### config.mk
export PLATFORM = sky130hd
export DESIGN_NAME = tml_core
export DESIGN_NICKNAME = d
export VERILOG_FILES = /design/src/hw/tml_pkg.sv /design/src/hw/tml_core.sv
export SDC_FILE = /design/constraint.sdc
export NUM_CORES = 1
export LEC_CHECK = 0
export BUFFER_PORTS_ARGS = -buffer_cell sky130_fd_sc_hd__buf_2
export CAP_MARGIN = 20
export CORE_UTILIZATION = 42
export DETAILED_ROUTE_END_ITERATION = 16
export PLACE_DENSITY = 0.58
export SLEW_MARGIN = 20
export SYNTH_ARGS = -nofsm -noshare
export SYNTH_HDL_FRONTEND = slang
export SYNTH_SLANG_ARGS = --single-unit
export TNS_END_PERCENT = 20
### constraint.sdc
create_clock -name MCLK -period 10.16 [get_ports MCLK]
set_input_delay 1.016 -clock MCLK [delete_from_list [all_inputs] [get_ports MCLK]]
set_output_delay 1.016 -clock MCLK [all_outputs]
set_load 0.01 [all_outputs]
### src/hw/tml_pkg.sv
// Constants, register map and state types for the temperature limit monitor
package tml_pkg;

	// Clock and schedule timing
	localparam int unsigned CLK_PERIOD_NS = 4; // MCLK period
	localparam longint unsigned T_SLOW_MS = 16000; // Interval at code 0x0
	localparam longint unsigned T_FAST_US = 15500; // Interval at code 0xA
	localparam longint unsigned CYC_SLOW =
		T_SLOW_MS * 1000000 / CLK_PERIOD_NS; // Round down
	localparam longint unsigned CYC_FAST =
		T_FAST_US * 1000 / CLK_PERIOD_NS; // Round down

	// Rate register codes and fields
	localparam logic [3:0] RATE_FASTEST = 4'hA; // Last timed code
	localparam logic [3:0] RATE_CONT = 4'hB; // Back to back passes
	localparam logic [3:0] RATE_NOAVG_LO = 4'h8; // First code without averaging
	localparam int RATE_AVG_OFF_BIT = 7; // Averaging disable
	localparam logic [7:0] RATE_WMASK = 8'hBF; // Bit 6 is reserved

	// First configuration register bits
	localparam int CFG_MASK_ALL = 7; // Masks the alert pin
	localparam int CFG_STANDBY = 6; // Suspends scheduling
	localparam int CFG_ALT_ROLE = 5; // alt_pin_role_select
	localparam int CFG_R2_VIEW = 3; // Shared addresses show remote two
	localparam int CFG_RANGE = 2; // Extended range, offset binary
	localparam int CFG_R1_BLOCK = 1; // remote_one_alert_block
	localparam int CFG_R2_BLOCK = 0; // remote_two_alert_block

	// Read addresses
	localparam logic [7:0] RA_STATUS1 = 8'h02;
	localparam logic [7:0] RA_CFG1 = 8'h03;
	localparam logic [7:0] RA_RATE = 8'h04;
	localparam logic [7:0] RA_L_HI = 8'h05;
	localparam logic [7:0] RA_L_LO = 8'h06;
	localparam logic [7:0] RA_R_HI_H = 8'h07;
	localparam logic [7:0] RA_R_LO_H = 8'h08;
	localparam logic [7:0] RA_STATUS2 = 8'h23;
	// Write addresses
	localparam logic [7:0] WA_CFG1 = 8'h09;
	localparam logic [7:0] WA_RATE = 8'h0A;
	localparam logic [7:0] WA_L_HI = 8'h0B;
	localparam logic [7:0] WA_L_LO = 8'h0C;
	localparam logic [7:0] WA_R_HI_H = 8'h0D;
	localparam logic [7:0] WA_R_LO_H = 8'h0E;
	// Same address for read and write
	localparam logic [7:0] A_R_HI_L = 8'h13;
	localparam logic [7:0] A_R_LO_L = 8'h14;
	localparam logic [7:0] A_R_CRIT = 8'h19;
	localparam logic [7:0] A_L_CRIT = 8'h20;
	localparam logic [7:0] A_HYST = 8'h21;

	// Reset values
	localparam logic [7:0] RST_RATE = 8'h08;
	localparam logic [7:0] RST_HI = 8'h55;
	localparam logic [7:0] RST_LO = 8'h00;
	localparam logic [7:0] RST_CRIT = 8'h55;
	localparam logic [7:0] RST_HYST = 8'h0A;

	// Register request from the serial interface
	typedef struct packed {
		logic rd; // Read strobe
		logic wr; // Write strobe
		logic [7:0] addr; // Register pointer
		logic [7:0] wdata; // Write byte
	} tml_req_t;

	// Result from the converter
	typedef struct packed {
		logic valid; // One-cycle result strobe
		logic [1:0] chan; // 0 local, 1 remote one, 2 remote two
		logic [7:0] temp; // Integer part
		logic [1:0] frac; // Quarter degrees, remote only
		logic open; // Diode open circuit
	} tml_meas_t;

	// Pass scheduler
	typedef enum logic {SCH_IDLE, SCH_PASS} tml_sched_t;

	// Whole block state
	typedef struct packed {
		logic [7:0] cfg1;
		logic [7:0] rate;
		logic [7:0] hyst;
		logic [7:0] l_hi;
		logic [7:0] l_lo;
		logic [7:0] l_crit;
		logic [1:0][7:0] r_hi_h;
		logic [1:0][7:0] r_hi_l;
		logic [1:0][7:0] r_lo_h;
		logic [1:0][7:0] r_lo_l;
		logic [1:0][7:0] r_crit;
		logic [2:0] hi; // Sticky high flags
		logic [2:0] lo; // Sticky low flags
		logic [1:0] open; // Sticky open diode flags
		logic [2:0] crit; // Self-clearing critical flags
		logic [2:0] t2; // High-limit state for the second output
		logic [2:0] cond_hi; // Latest result still high
		logic [2:0] cond_lo; // Latest result still low
		logic [1:0] cond_open; // Latest result still open
		logic alert_latch;
		tml_sched_t sch;
		logic [31:0] cnt; // Time since last pass start
		logic conv_start;
		logic [1:0] conv_chan;
		logic conv_avg;
		logic [7:0] rdata;
		logic ot_oe_n;
		logic alt_oe_n;
	} tml_state_t;

endpackage

### src/hw/tml_core.sv
// Scheduling, limit checking and alarm outputs of the temperature monitor
`timescale 1ns/1ns
`default_nettype none

module tml_core
#(
	parameter longint unsigned CYC_SLOW = tml_pkg::CYC_SLOW, // Code 0x0
	parameter longint unsigned CYC_FAST = tml_pkg::CYC_FAST // Code 0xA
)
(
	input wire logic MCLK, // 250 MHz clock
	input wire logic RST_N, // Synchronous reset, active low
	input wire tml_pkg::tml_req_t REQ, // Register access strobes
	input wire logic ALERT_ACK, // Host read the device address
	output logic [7:0] RDATA, // Read byte, one cycle after REQ.rd
	input wire tml_pkg::tml_meas_t MEAS, // Converter result
	output logic CONV_START, // Start one channel conversion
	output logic [1:0] CONV_CHAN, // Channel to convert
	output logic CONV_AVG, // Average this conversion
	output logic RANGE_EXT, // Extended range select
	input wire logic OT_I, // Overtemp pin level, unused
	output logic OT_O, // Overtemp pin drive level
	output logic OT_OE_N, // Overtemp pin enable, low drives
	input wire logic ALT_I, // Alternate pin level, unused
	output logic ALT_O, // Alternate pin drive level
	output logic ALT_OE_N // Alternate pin enable, low drives
);

	tml_pkg::tml_state_t s_q; // Registered state
	tml_pkg::tml_state_t s_d; // Next state

	// Pin levels are always low; only the enables move
	assign OT_O = 1'b0;
	assign ALT_O = 1'b0;
	assign RDATA = s_q.rdata;
	assign CONV_START = s_q.conv_start;
	assign CONV_CHAN = s_q.conv_chan;
	assign CONV_AVG = s_q.conv_avg;
	assign RANGE_EXT = s_q.cfg1[tml_pkg::CFG_RANGE];
	assign OT_OE_N = s_q.ot_oe_n;
	assign ALT_OE_N = s_q.alt_oe_n;

	// Cycles between pass starts for a timed rate code
	function automatic logic [31:0] interval(input logic [3:0] code);
		logic [31:0] slow;
		slow = 32'(CYC_SLOW);
		if (code < tml_pkg::RATE_FASTEST)
			interval = slow >> code;
		else
			interval = 32'(CYC_FAST);
	endfunction

	// High limit of a channel in quarter degrees
	function automatic logic [9:0] hi_lim(input tml_pkg::tml_state_t st,
		input logic [1:0] c);
		if (c == 2'h0)
			hi_lim = {st.l_hi, 2'h0};
		else
			hi_lim = {st.r_hi_h[c[1]], st.r_hi_l[c[1]][7:6]};
	endfunction

	// Low limit of a channel in quarter degrees
	function automatic logic [9:0] lo_lim(input tml_pkg::tml_state_t st,
		input logic [1:0] c);
		if (c == 2'h0)
			lo_lim = {st.l_lo, 2'h0};
		else
			lo_lim = {st.r_lo_h[c[1]], st.r_lo_l[c[1]][7:6]};
	endfunction

	// Critical limit of a channel in quarter degrees
	function automatic logic [9:0] crit_lim(input tml_pkg::tml_state_t st,
		input logic [1:0] c);
		if (c == 2'h0)
			crit_lim = {st.l_crit, 2'h0};
		else
			crit_lim = {st.r_crit[c[1]], 2'h0};
	endfunction

	// True once a result sits below limit minus hysteresis
	function automatic logic below_hyst(input logic [9:0] v,
		input logic [9:0] lim, input logic [7:0] h);
		below_hyst = ({1'b0, v} + {1'b0, h, 2'h0}) < {1'b0, lim};
	endfunction

	// Unmasked alert sources; the block bits gate only their remote
	function automatic logic alert_src(input tml_pkg::tml_state_t st);
		alert_src = !st.cfg1[tml_pkg::CFG_MASK_ALL] &&
			(st.hi[0] || st.lo[0] ||
			(!st.cfg1[tml_pkg::CFG_R1_BLOCK] &&
			(st.hi[1] || st.lo[1] || st.open[0])) ||
			(!st.cfg1[tml_pkg::CFG_R2_BLOCK] &&
			(st.hi[2] || st.lo[2] || st.open[1])));
	endfunction

	// Read data; shared remote addresses follow the view bit
	function automatic logic [7:0] rd_mux(input tml_pkg::tml_state_t st,
		input logic [7:0] a);
		logic r;
		r = st.cfg1[tml_pkg::CFG_R2_VIEW];
		case (a)
			tml_pkg::RA_STATUS1: rd_mux = {st.sch == tml_pkg::SCH_PASS,
				st.hi[0], st.lo[0], st.hi[1], st.lo[1], st.open[0],
				st.crit[1], st.crit[0]};
			tml_pkg::RA_STATUS2: rd_mux = {3'h0, st.hi[2], st.lo[2],
				st.open[1], st.crit[2],
				!st.alt_oe_n && !st.cfg1[tml_pkg::CFG_ALT_ROLE]};
			tml_pkg::RA_CFG1: rd_mux = st.cfg1;
			tml_pkg::RA_RATE: rd_mux = st.rate;
			tml_pkg::RA_L_HI: rd_mux = st.l_hi;
			tml_pkg::RA_L_LO: rd_mux = st.l_lo;
			tml_pkg::RA_R_HI_H: rd_mux = st.r_hi_h[r];
			tml_pkg::RA_R_LO_H: rd_mux = st.r_lo_h[r];
			tml_pkg::A_R_HI_L: rd_mux = st.r_hi_l[r];
			tml_pkg::A_R_LO_L: rd_mux = st.r_lo_l[r];
			tml_pkg::A_R_CRIT: rd_mux = st.r_crit[r];
			tml_pkg::A_L_CRIT: rd_mux = st.l_crit;
			tml_pkg::A_HYST: rd_mux = st.hyst;
			default: rd_mux = 8'h00; // Unmapped reads return zero
		endcase
	endfunction

	// Next state: writes, read clears, results, scheduling, pins
	always_comb
	begin
		logic r;
		logic [1:0] c;
		logic [9:0] v;
		logic [1:0] sel;
		logic [1:0] first;
		logic [1:0] last;
		logic alert_on;
		s_d = s_q;
		alert_on = 1'b0;
		r = s_q.cfg1[tml_pkg::CFG_R2_VIEW];
		c = MEAS.chan;
		v = {MEAS.temp, (c == 2'h0) ? 2'h0 : MEAS.frac};
		sel = s_q.rate[5:4];
		first = (sel == 2'h0) ? 2'h0 : 2'(sel - 2'h1);
		last = (sel == 2'h0) ? 2'h2 : 2'(sel - 2'h1);
		s_d.conv_start = 1'b0;
		// Limits are plain storage; a range change never rewrites them
		if (REQ.wr)
		begin
			case (REQ.addr)
				tml_pkg::WA_CFG1: s_d.cfg1 = REQ.wdata;
				tml_pkg::WA_RATE:
					s_d.rate = REQ.wdata & tml_pkg::RATE_WMASK;
				tml_pkg::WA_L_HI: s_d.l_hi = REQ.wdata;
				tml_pkg::WA_L_LO: s_d.l_lo = REQ.wdata;
				tml_pkg::WA_R_HI_H: s_d.r_hi_h[r] = REQ.wdata;
				tml_pkg::WA_R_LO_H: s_d.r_lo_h[r] = REQ.wdata;
				tml_pkg::A_R_HI_L: s_d.r_hi_l[r] = REQ.wdata;
				tml_pkg::A_R_LO_L: s_d.r_lo_l[r] = REQ.wdata;
				tml_pkg::A_R_CRIT: s_d.r_crit[r] = REQ.wdata;
				tml_pkg::A_L_CRIT: s_d.l_crit = REQ.wdata;
				tml_pkg::A_HYST: s_d.hyst = REQ.wdata;
				default: s_d.rdata = s_q.rdata; // Unmapped writes dropped
			endcase
		end
		// Read data is captured for the following cycle
		if (REQ.rd)
			s_d.rdata = rd_mux(s_q, REQ.addr);
		// A read clears only flags whose cause has gone away
		if (REQ.rd && REQ.addr == tml_pkg::RA_STATUS1)
		begin
			s_d.hi[1:0] = s_q.hi[1:0] & s_q.cond_hi[1:0];
			s_d.lo[1:0] = s_q.lo[1:0] & s_q.cond_lo[1:0];
			s_d.open[0] = s_q.open[0] & s_q.cond_open[0];
		end
		if (REQ.rd && REQ.addr == tml_pkg::RA_STATUS2)
		begin
			s_d.hi[2] = s_q.hi[2] & s_q.cond_hi[2];
			s_d.lo[2] = s_q.lo[2] & s_q.cond_lo[2];
			s_d.open[1] = s_q.open[1] & s_q.cond_open[1];
		end
		// Result compare comes after the clear so a new trip wins
		if (MEAS.valid && c != 2'h3)
		begin
			if (c != 2'h0)
				s_d.cond_open[c[1]] = MEAS.open;
			if (c != 2'h0 && MEAS.open)
			begin
				s_d.open[c[1]] = 1'b1;
				s_d.cond_hi[c] = 1'b0;
				s_d.cond_lo[c] = 1'b0;
			end
			else
			begin
				s_d.cond_hi[c] = v > hi_lim(s_q, c);
				s_d.cond_lo[c] = v <= lo_lim(s_q, c);
				if (v > hi_lim(s_q, c))
					s_d.hi[c] = 1'b1;
				if (v <= lo_lim(s_q, c))
					s_d.lo[c] = 1'b1;
				// Critical flag clears itself, with hysteresis
				if (v > crit_lim(s_q, c))
					s_d.crit[c] = 1'b1;
				else if (below_hyst(v, crit_lim(s_q, c), s_q.hyst))
					s_d.crit[c] = 1'b0;
				// Second output tracks high limits only
				if (v > hi_lim(s_q, c))
					s_d.t2[c] = 1'b1;
				else if (below_hyst(v, hi_lim(s_q, c), s_q.hyst))
					s_d.t2[c] = 1'b0;
			end
		end
		// Interval counter saturates so a very slow code cannot wrap
		if (s_q.cnt != 32'hFFFFFFFF)
			s_d.cnt = s_q.cnt + 32'h1;
		unique case (s_q.sch)
			tml_pkg::SCH_IDLE:
			begin
				// Standby holds off new passes
				if (!s_q.cfg1[tml_pkg::CFG_STANDBY] &&
					(s_q.rate[3:0] >= tml_pkg::RATE_CONT ||
					s_q.cnt >= interval(s_q.rate[3:0]) - 32'h1))
				begin
					s_d.sch = tml_pkg::SCH_PASS;
					s_d.cnt = 32'h0;
					s_d.conv_chan = first;
					s_d.conv_start = 1'b1;
					s_d.conv_avg = !s_q.rate[tml_pkg::RATE_AVG_OFF_BIT] &&
						!(s_q.rate[3:0] >= tml_pkg::RATE_NOAVG_LO &&
						s_q.rate[3:0] <= tml_pkg::RATE_FASTEST);
				end
			end
			tml_pkg::SCH_PASS:
			begin
				// A rate write mid-pass must not walk past the selection
				if (MEAS.valid)
				begin
					if (sel != 2'h0 || s_q.conv_chan == last)
						s_d.sch = tml_pkg::SCH_IDLE;
					else
					begin
						s_d.conv_chan = 2'(s_q.conv_chan + 2'h1);
						s_d.conv_start = 1'b1;
					end
				end
			end
		endcase
		// Alert latch: set wins over the acknowledge
		if (ALERT_ACK && !alert_src(s_q))
			s_d.alert_latch = 1'b0;
		if (alert_src(s_q))
			s_d.alert_latch = 1'b1;
		alert_on = s_q.alert_latch &&
			!s_q.cfg1[tml_pkg::CFG_MASK_ALL] &&
			!s_q.cfg1[tml_pkg::CFG_ALT_ROLE];
		s_d.ot_oe_n = !(|s_q.crit);
		s_d.alt_oe_n = s_q.cfg1[tml_pkg::CFG_ALT_ROLE] ?
			!(|s_q.t2) : !alert_on;
	end

	// State register; reset loads constants only
	always_ff @(posedge MCLK)
	begin
		if (!RST_N)
		begin
			s_q <= '0;
			s_q.rate <= tml_pkg::RST_RATE;
			s_q.l_hi <= tml_pkg::RST_HI;
			s_q.l_lo <= tml_pkg::RST_LO;
			s_q.l_crit <= tml_pkg::RST_CRIT;
			s_q.r_hi_h <= {tml_pkg::RST_HI, tml_pkg::RST_HI};
			s_q.r_lo_h <= {tml_pkg::RST_LO, tml_pkg::RST_LO};
			s_q.r_crit <= {tml_pkg::RST_CRIT, tml_pkg::RST_CRIT};
			s_q.hyst <= tml_pkg::RST_HYST;
			s_q.sch <= tml_pkg::SCH_IDLE;
			s_q.ot_oe_n <= 1'b1;
			s_q.alt_oe_n <= 1'b1;
		end
		else
			s_q <= s_d;
	end
endmodule

`default_nettype wire

==> impl_results.md, run 1 <==
- Period utilization: 0.461
- Post-synth EDFFs: 0
- H-tree depth: 4
- Detailed placer's ending HPWL: 27.1 mm
- GRT Util Overall: 0.257
- GPL Wtd Cong: 0.921
- Nets: 1,585
- P_sw: 0.471 mW
- Grt total ovfl: 0
- Comb pwr share: 0.086
- Worst slew margin: 0.342
- Die W: 172 µm
- Number of port buffers: 49
- Setup crit start: s_q[182]$_SDFFE_PN0P_
- Clock Latency Late Sink: 0.46 ns
- RSZ-0062 raised after global routing: no
- Filler instances: 2,839
- Syn-to-layout area delta: 8.25%
- Placed Cells: 1,810
- Hold Buf Count CTS: 0
- Io pins: 54
- Clock Root Buffer: clkbuf_16
- Core ar.: 28,100 µm²
- Grt met1 use: 0.367
- Final setup vio count: 0
- Max_cap viols: 0
- Synth top area share: 0.325
- Routing usage on met3: 0.0586
- TNS Setup: 0 ns
- DRT Pass-1 Iters: 6
- Initial antenna violation count: 1
- Async set or reset register ratio after synthesis: 0
- Synth Flop Type: dfxtp_1
- Die Span Y: 172 µm
- TritonCTS clock tree: built
- F_max: 213 MHz
- Setup crit start kind: register
- Met2 Use GR: 0.381
- Seq pwr share: 0.479
- Post-CTS Setup Inserts: 0
- Starting Density: 0.432
- Crit Path Max Fanout: 32
- Yosys top cell by area: dfxtp_1
- Die outline area: 29,600 µm²
- Antenna diodes: 0
- Sw Share: 0.289
- DRC viols: 0
- Mapped Area: 12,100 µm²
- Netlist cell types: 75
- Resize count post-CTS: 0
- Global-route wire length before repair: 57.2 mm
- CTS Buf Count: 17
- Post-route ant nets: 0
- Crit Path Class: register to register
- Largest net degree at the start of global routing: 67
- Row count: 61
- CTS Buffer Depth: 2
- Status: finished clean
- # clock sinks: 197
- Hold violation count in the final report: 0
- Gr busiest metal: met2
- Share of cells above drive strength 1: 0.0888
- Ys Warns: 0
- Internal: 1.16 mW
- Wire per inst: 20.2 µm
- Seq cells post-synth: 197
- Crit. End Element: register
- HP Start: s_q[51]$_SDFFE_PN0P_
- Power Dens Cells: 124 nW/µm²
- Mapped Cells: 1,467
- Initial DRC count: 962
- Fin crit period: 4.69 ns
- Worst Skew: 0.0240 ns
- Vias post-DR: 10,700
- Mean Syn Cell Area: 8.27 µm²
- Tightest Pin Transition: 0.979 ns
- Ranking of synthesized cells by area: dfxtp_1, mux2i_1, ha_1
- Vias/cell: 5.81
- Worst EP arrival: 5.00 ns
- Worst EP required: 10.47 ns
- Hold Path Class: register to register
- Worst R2R Start: s_q[182]$_SDFFE_PN0P_
- Sequential share of the synthesized area: 0.325
- Post-Layout Cell Count: 1,842
- CTS clk-pin slew, worst paths: 0.09 ns
- DRT Wirelength: 37.2 mm
- Final slew viol count: 0
- IR drop worst, VDD: 104 µV
- R2R setup slack: 5.47 ns
- Pleak: 5.23 nW
- Clk network pwr share: 0.435
- Vias in the first global route: 9,831
-- power groups by stage --
| stage | registers [mW] | clock network, mW | logic (mW) |
|---|---|---|---|
| 2_1_floorplan | 0.798 | 0 | 0.0915 |
| 3_3_place_gp | 0.799 | 0 | 0.135 |
| 3_5_place_dp | 0.799 | 0 | 0.137 |
| 4_1_cts | 0.781 | 0.723 | 0.138 |
| 5_1_grt | 0.782 | 0.751 | 0.152 |
| 6_report | 0.781 | 0.710 | 0.139 |
-- sequential cells by signal, summed over array words and instances, names as in the netlist, named ones only --
register and cells:
ALT_OE_N 1, CONV_AVG 1, CONV_CHAN 2, CONV_START 1
OT_OE_N 1, RANGE_EXT 1, RDATA 8, s_q 176
-- final timing paths --
check                           depth (start not counted)              endpoint
worst min-delay path                                    2  s_q[51]$_SDFFE_PN0P_
worst max register to register                         15    s_q[20]$_SDFF_PN0_
worst max-delay path                                   15    s_q[20]$_SDFF_PN0_
worst min register to register                          2  s_q[51]$_SDFFE_PN0P_
-- routing by layer --
metal | vias to the layer above | wire (µm) | share of wire
li1 | 5210 | - | -
met1 | 5052 | 17400 | 0.47
met2 | 397 | 15900 | 0.43
met3 | 49 | 3020 | 0.081
met4 | 2 | 875 | 0.024
met5 | - | 10 | 0.00027
-- layout by cell type, fill, tap and decap left out, types with 6 or more instances in the layout --
| master | n |
|---|---|
| a21o_1 | 15 |
| a21oi_1 | 116 |
| a221oi_1 | 10 |
| a22oi_1 | 19 |
| a31oi_1 | 10 |
| and3_1 | 10 |
| buf_2 | 49 |
| buf_4 | 9 |
| clkbuf_16 | 17 |
| dfxtp_1 | 196 |
| ha_1 | 96 |
| inv_1 | 21 |
| mux2_2 | 6 |
| mux2i_1 | 150 |
| nand2_1 | 156 |
| nand2b_1 | 7 |
| nand3_1 | 52 |
| nand3b_1 | 7 |
| nand4_1 | 24 |
| nor2_1 | 197 |
| nor2b_1 | 19 |
| nor3_1 | 26 |
| nor3_4 | 6 |
| o211ai_1 | 8 |
| o21a_1 | 7 |
| o21ai_0 | 60 |
| o22ai_1 | 13 |
| or2_2 | 6 |
| or3_1 | 6 |
| xnor2_1 | 25 |
| xor2_1 | 19 |
-- through the flow --
step | util | instance area, µm² | power (mW) | worst slack, ns | hold slack, ns
2_1_floorplan | - | 12100 | 0.889 | 6.21 | 0.429
3_3_place_gp | 0.446 | 12500 | 0.934 | 5.15 | 0.435
3_5_place_dp | 0.446 | 12500 | 0.937 | 5.06 | 0.443
4_1_cts | 0.468 | 13100 | 1.64 | 5.06 | 0.456
5_1_grt | 0.468 | 13100 | 1.69 | 5.03 | 0.480
6_report | 0.468 | 13100 | 1.63 | 5.47 | 0.455
-- cell families (layout without fill, tap and decap cells) --
logic type / Yosys count / count (layout) / share of synthesized area
adders and majority gates: 97 / 97 / 0.101
muxes: 156 / 156 / 0.129
AOI/OAI and AO/OA: 303 / 303 / 0.155
DFF: 197 / 197 / 0.325
other: 1 / 2 / 0.000309
buffers and inverters: 116 / 112 / 0.0409
xor gates and xnor gates: 44 / 44 / 0.0317
and+or+nand+nor: 553 / 553 / 0.217
-- Yosys cell counts, types with 13 or more instances --
| library cell | n |
|---|---|
| clkbuf_1 | 60 |
| a21oi_1 | 116 |
| nor2b_1 | 19 |
| dfxtp_1 | 197 |
| nand2_1 | 156 |
| a21o_1 | 15 |
| nand3_1 | 52 |
| ha_1 | 96 |
| buf_2 | 13 |
| inv_1 | 22 |
| o22ai_1 | 13 |
| xor2_1 | 19 |
| nor3_1 | 26 |
| a22oi_1 | 19 |
| mux2i_1 | 150 |
| nor2_1 | 197 |
| xnor2_1 | 25 |
| o21ai_0 | 60 |
| nand4_1 | 24 |
-- layout make-up --
cell class | instances | area (µm²) | area share
clock inverter | 15 | 196 | 0.0150
clock buffer | 17 | 425 | 0.0324
sequential | 197 | 3950 | 0.300
tap | 378 | 473 | 0.0360
timing repair buffer | 58 | 313 | 0.0238
inverter | 22 | 85.1 | 0.00648
multi-input combinational | 1155 | 7700 | 0.586
-- critical path: stages, from the launching register on --
cell,delay [ns]
dfxtp_1,0.82
inv_1,0.25
ha_1,0.52
nor2_1,0.11
nand2_1,0.15
o21a_1,0.16
o211a_1,0.18
nand2_1,0.09
or4_1,0.41
o211a_1,0.15
ha_1,0.29
nand4_1,0.10
o21a_1,0.23
o21ai_2,0.34
or2_2,0.60
nor2_1,0.11
(Power assumes the default switching activity.)
==> run 2: changes to the inputs <==
--- a/config.mk
+++ b/config.mk
@@ -5,11 +5,12 @@
 export SDC_FILE = /design/constraint.sdc
 export NUM_CORES = 1
 export LEC_CHECK = 0
+export ABC_AREA = 1
 export BUFFER_PORTS_ARGS = -buffer_cell sky130_fd_sc_hd__buf_2
 export CAP_MARGIN = 20
 export CORE_UTILIZATION = 42
 export DETAILED_ROUTE_END_ITERATION = 16
-export PLACE_DENSITY = 0.58
+export PLACE_DENSITY = 0.6
 export SLEW_MARGIN = 20
 export SYNTH_ARGS = -nofsm -noshare
 export SYNTH_HDL_FRONTEND = slang
==> constraint.sdc (replaced) <==
create_clock -name MCLK -period 4.2 [get_ports MCLK]
set_input_delay 0.42 -clock MCLK [delete_from_list [all_inputs] [get_ports MCLK]]
set_output_delay 0.42 -clock MCLK [all_outputs]
set_load 0.01 [all_outputs]
==> impl_results.md, run 2 <==
- Mapped Cells: 1,721 (+17%)
- Post-CTS Setup Inserts: 0 (unchanged)
- Main combinational cell family by area after synthesis: simple AND/OR/NAND/NOR gates
- Hold violation count in the final report: 0 (unchanged)
- Mean Syn Cell Area: 7.16 µm² (-13%)
- Fin crit period: 3.78 ns (-0.904 ns)
- Critical Path Most Common Cell: nand2_1
- TritonCTS clock tree: built
- DRT Wirelength: 38.3 mm (+2.9%)
- Die Span Y: 173 µm (+0.74%)
- Setup crit start kind: register
- Post-synthesis mux area share: 0 (-0.129)
- Synth Flop Type: dfxtp_1
- Area of the multi-input gates: 7220 µm² (-6.2%)
- Worst Skew: 0.0121 ns (-0.0118 ns)
- Worst slew margin: 0.373 (+0.0312)
- Power Total: 3.97 mW (+140%)
- Share of cells above drive strength 1: 0.0990 (+0.0102)
- GPL Wtd Cong: 0.903 (-2.0%)
- Post-Layout Cell Count: 2,123 (+15%)
- Filler instances: 2,980 (+5.0%)
- DRC viols: 0 (unchanged)
- GRT Util Overall: 0.256 (-0.00106)
- Top reg by flops: s_q
- Mapped Area: 12,300 µm² (+1.5%)
- Clock Root Buffer: clkbuf_16
- Worst EP required: 4.58 ns (-5.89 ns)
- Ranking of synthesized cells by area: dfxtp_1, ha_1, nand2_1
- Crit. End Element: register
- Hold Path Class: input port to register
- Pleak: 5.61 nW (+7.2%)
- Crit Path Class: register to register
- Most common cell after layout, fill and taps aside: nand2_1
- Seq cells post-synth: 197 (unchanged)
- Crit Path Max Fanout: 32 (unchanged)
- Largest net degree at the start of global routing: 83 (+24%)
- Crit path buf inv count: 4 (+3)
- Post-Synth XOR/XNOR Area: 0.0284 (-0.00332)
- CTS clk-pin slew, worst paths: 0.08 ns (about the same)
- Initial antenna violation count: 1 (unchanged)
- Tightest Pin Transition: 0.936 ns (-0.0428 ns)
- Status: finished clean
- Nets: 1,859 (+17%)
- Final slew viol count: 0 (unchanged)
- Final setup vio count: 0 (unchanged)
- Core ar.: 28,800 µm² (+2.5%)
- CTS Buffer Depth: 2 (unchanged)
- Number of port buffers: 49 (unchanged)
- Hold WS: 0.240 ns (-0.215 ns)
- IR drop worst, VDD: 253 µV (+140%)
- F_max: 264 MHz (+24%)
- CP peak stage delay: 0.41 ns (-0.41 ns)
- Post-synth EDFFs: 0 (unchanged)
- Largest delay share family, worst path: simple AND/OR/NAND/NOR gates
- Top-count cell post-synth: nand2_1
- CTS Buf Count: 17 (unchanged)
- Vias post-DR: 11,600 (+8.1%)
- Initial DRC count: 1,170 (+22%)
- Syn-to-layout area delta: 8.60%
- Starting Density: 0.428 (-0.00402)
- Synth Area in Compound Gates: 0.218 (+0.0635)
- Vias in the first global route: 10,500 (+6.8%)
- Io pins: 54 (unchanged)
- TNS Setup: 0 ns (unchanged)
- Ys Warns: 0 (unchanged)
- Slowest CP cell: dfxtp_2
- Grt total ovfl: 0 (unchanged)
- H-tree depth: 4 (unchanged)
- RSZ-0062 raised after global routing: no
- Number of flip-flops in the largest register: 176 (unchanged)
- Synth Area in Simple Gates: 0.240 (+0.0224)
- Vias/cell: 5.45 (-6.2%)
- Hold Buf Count CTS: 0 (unchanged)
- Top post-synthesis cells by count: nand2_1, a21oi_1, dfxtp_1, inv_1, nor2_1
- Crit-path cells: inv_1 -> ha_1 -> nor2_1 -> a21oi_1 -> nor2_1 -> inv_1 -> ha_1 -> nand3_1 -> nor3_1 -> xnor2_1 -> ha_1 -> nand2_1 -> inv_1 -> nand2_1 -> a21oi_1 -> nor2_1 -> nand2_1 -> nand2_1 -> nand4_1 -> nand2_1 -> nand2_1 -> buf_12 -> nor3_1
- Netlist cell types: 59 (-21%)
- Wire per inst: 18.0 µm (-11%)
- Synth Area in Adders: 0.0991 (-0.00150)
- Total area of sequential cells: 3950 µm² (about the same)
- # clock sinks: 197 (unchanged)
- Row count: 62 (+1.6%)
- Placed Cells: 2,090 (+15%)
- Die outline area: 30,000 µm² (+1.5%)
- Max_cap viols: 0 (unchanged)
- Resize count post-CTS: 0 (unchanged)
- Clock Latency Late Sink: 0.46 ns (about the same)
- Yosys top cell by area: dfxtp_1
- Layout Utilization: 0.465 (-0.00283)
- Global-route wire length before repair: 59.8 mm (+4.6%)
- Async set or reset register ratio after synthesis: 0 (unchanged)
- Power Dens Cells: 297 nW/µm² (+140%)
- DRT Pass-1 Iters: 5 (-1)
- Worst EP arrival: 4.17 ns (-0.83 ns)
- Die W: 173 µm (+0.74%)
- Commonest non-fill, non-tap cells in the layout: nand2_1, a21oi_1, dfxtp_1
- Synth top area share: 0.320 (-0.00485)
- Detailed placer's ending HPWL: 28.4 mm (+5.1%)
- Post-route ant nets: 0 (unchanged)
- Period utilization: 0.901 (+0.440)
- Sequential share of the synthesized area: 0.320 (-0.00485)
run 2: area by class of cell:
cell class,count,area share
Antenna cell,1,0.000187
Clock buffer,18,0.0328
Clock inverter,14,0.0123
Inverter,195,0.0550
Multi-Input combinational cell,1248,0.540
Sequential cell,197,0.295
Tap cell,384,0.0359
Timing Repair Buffer,66,0.0290
run 2: worst min-delay path: cells and delay by family:
kind                   cells  cell delay [ns]
AND/OR/NAND/NOR            1             0.09
buffers and inverters      1             0.08
AO/OA/AOI/OAI              1             0.05
run 2: logic make-up after synthesis:
kind of cell / after synthesis
AOI/OAI and AO/OA: 478
buffers and inverters: 277
other: 1
and+or+nand+nor: 631
xor gates and xnor gates: 40
adders and majority gates: 97
DFF: 197
run 2: path summary, 6_finish.rpt:
path / depth (start not counted) / startpoint / slack (ns) / endpoint
setup reg to reg: 23 / s_q[182]$_SDFFE_PN0P_ / 0.42 / s_q[37]$_SDFF_PN0_
setup / recovery: 23 / s_q[182]$_SDFFE_PN0P_ / 0.42 / s_q[37]$_SDFF_PN0_
hold reg to reg: 1 / register / 0.44 / OT_OE_N$_SDFF_PN1_
hold / removal: 3 / ALERT_ACK / 0.24 / s_q[47]$_SDFFE_PN0P_
run 2: power by group:
group / switching, mW / internal [mW] / total (mW)
clock network: 0.838 / 0.865 / 1.70
logic: 0.265 / 0.112 / 0.377
registers: 0.0119 / 1.88 / 1.89
total: 1.11 / 2.86 / 3.97
run 2: metrics by stage:
| stage | area [µm²] | setup slack, ns |
|---|---|---|
| 2_1_floorplan | 12300 | 0.816 |
| 3_3_place_gp | 12800 | 0.437 |
| 3_5_place_dp | 12800 | 0.361 |
| 4_1_cts | 13400 | 0.344 |
| 5_1_grt | 13400 | 0.0274 |
| 6_report | 13400 | 0.416 |
run 2: metal layers:
layer	global-route usage	part of all wire	vias up	wire length, µm
li1	-	-	5824	-
met1	0.382	0.49	5310	18800
met2	0.381	0.43	396	16400
met3	0.0325	0.063	46	2400
met4	0.0704	0.015	0	566
met5	0	0	-	0
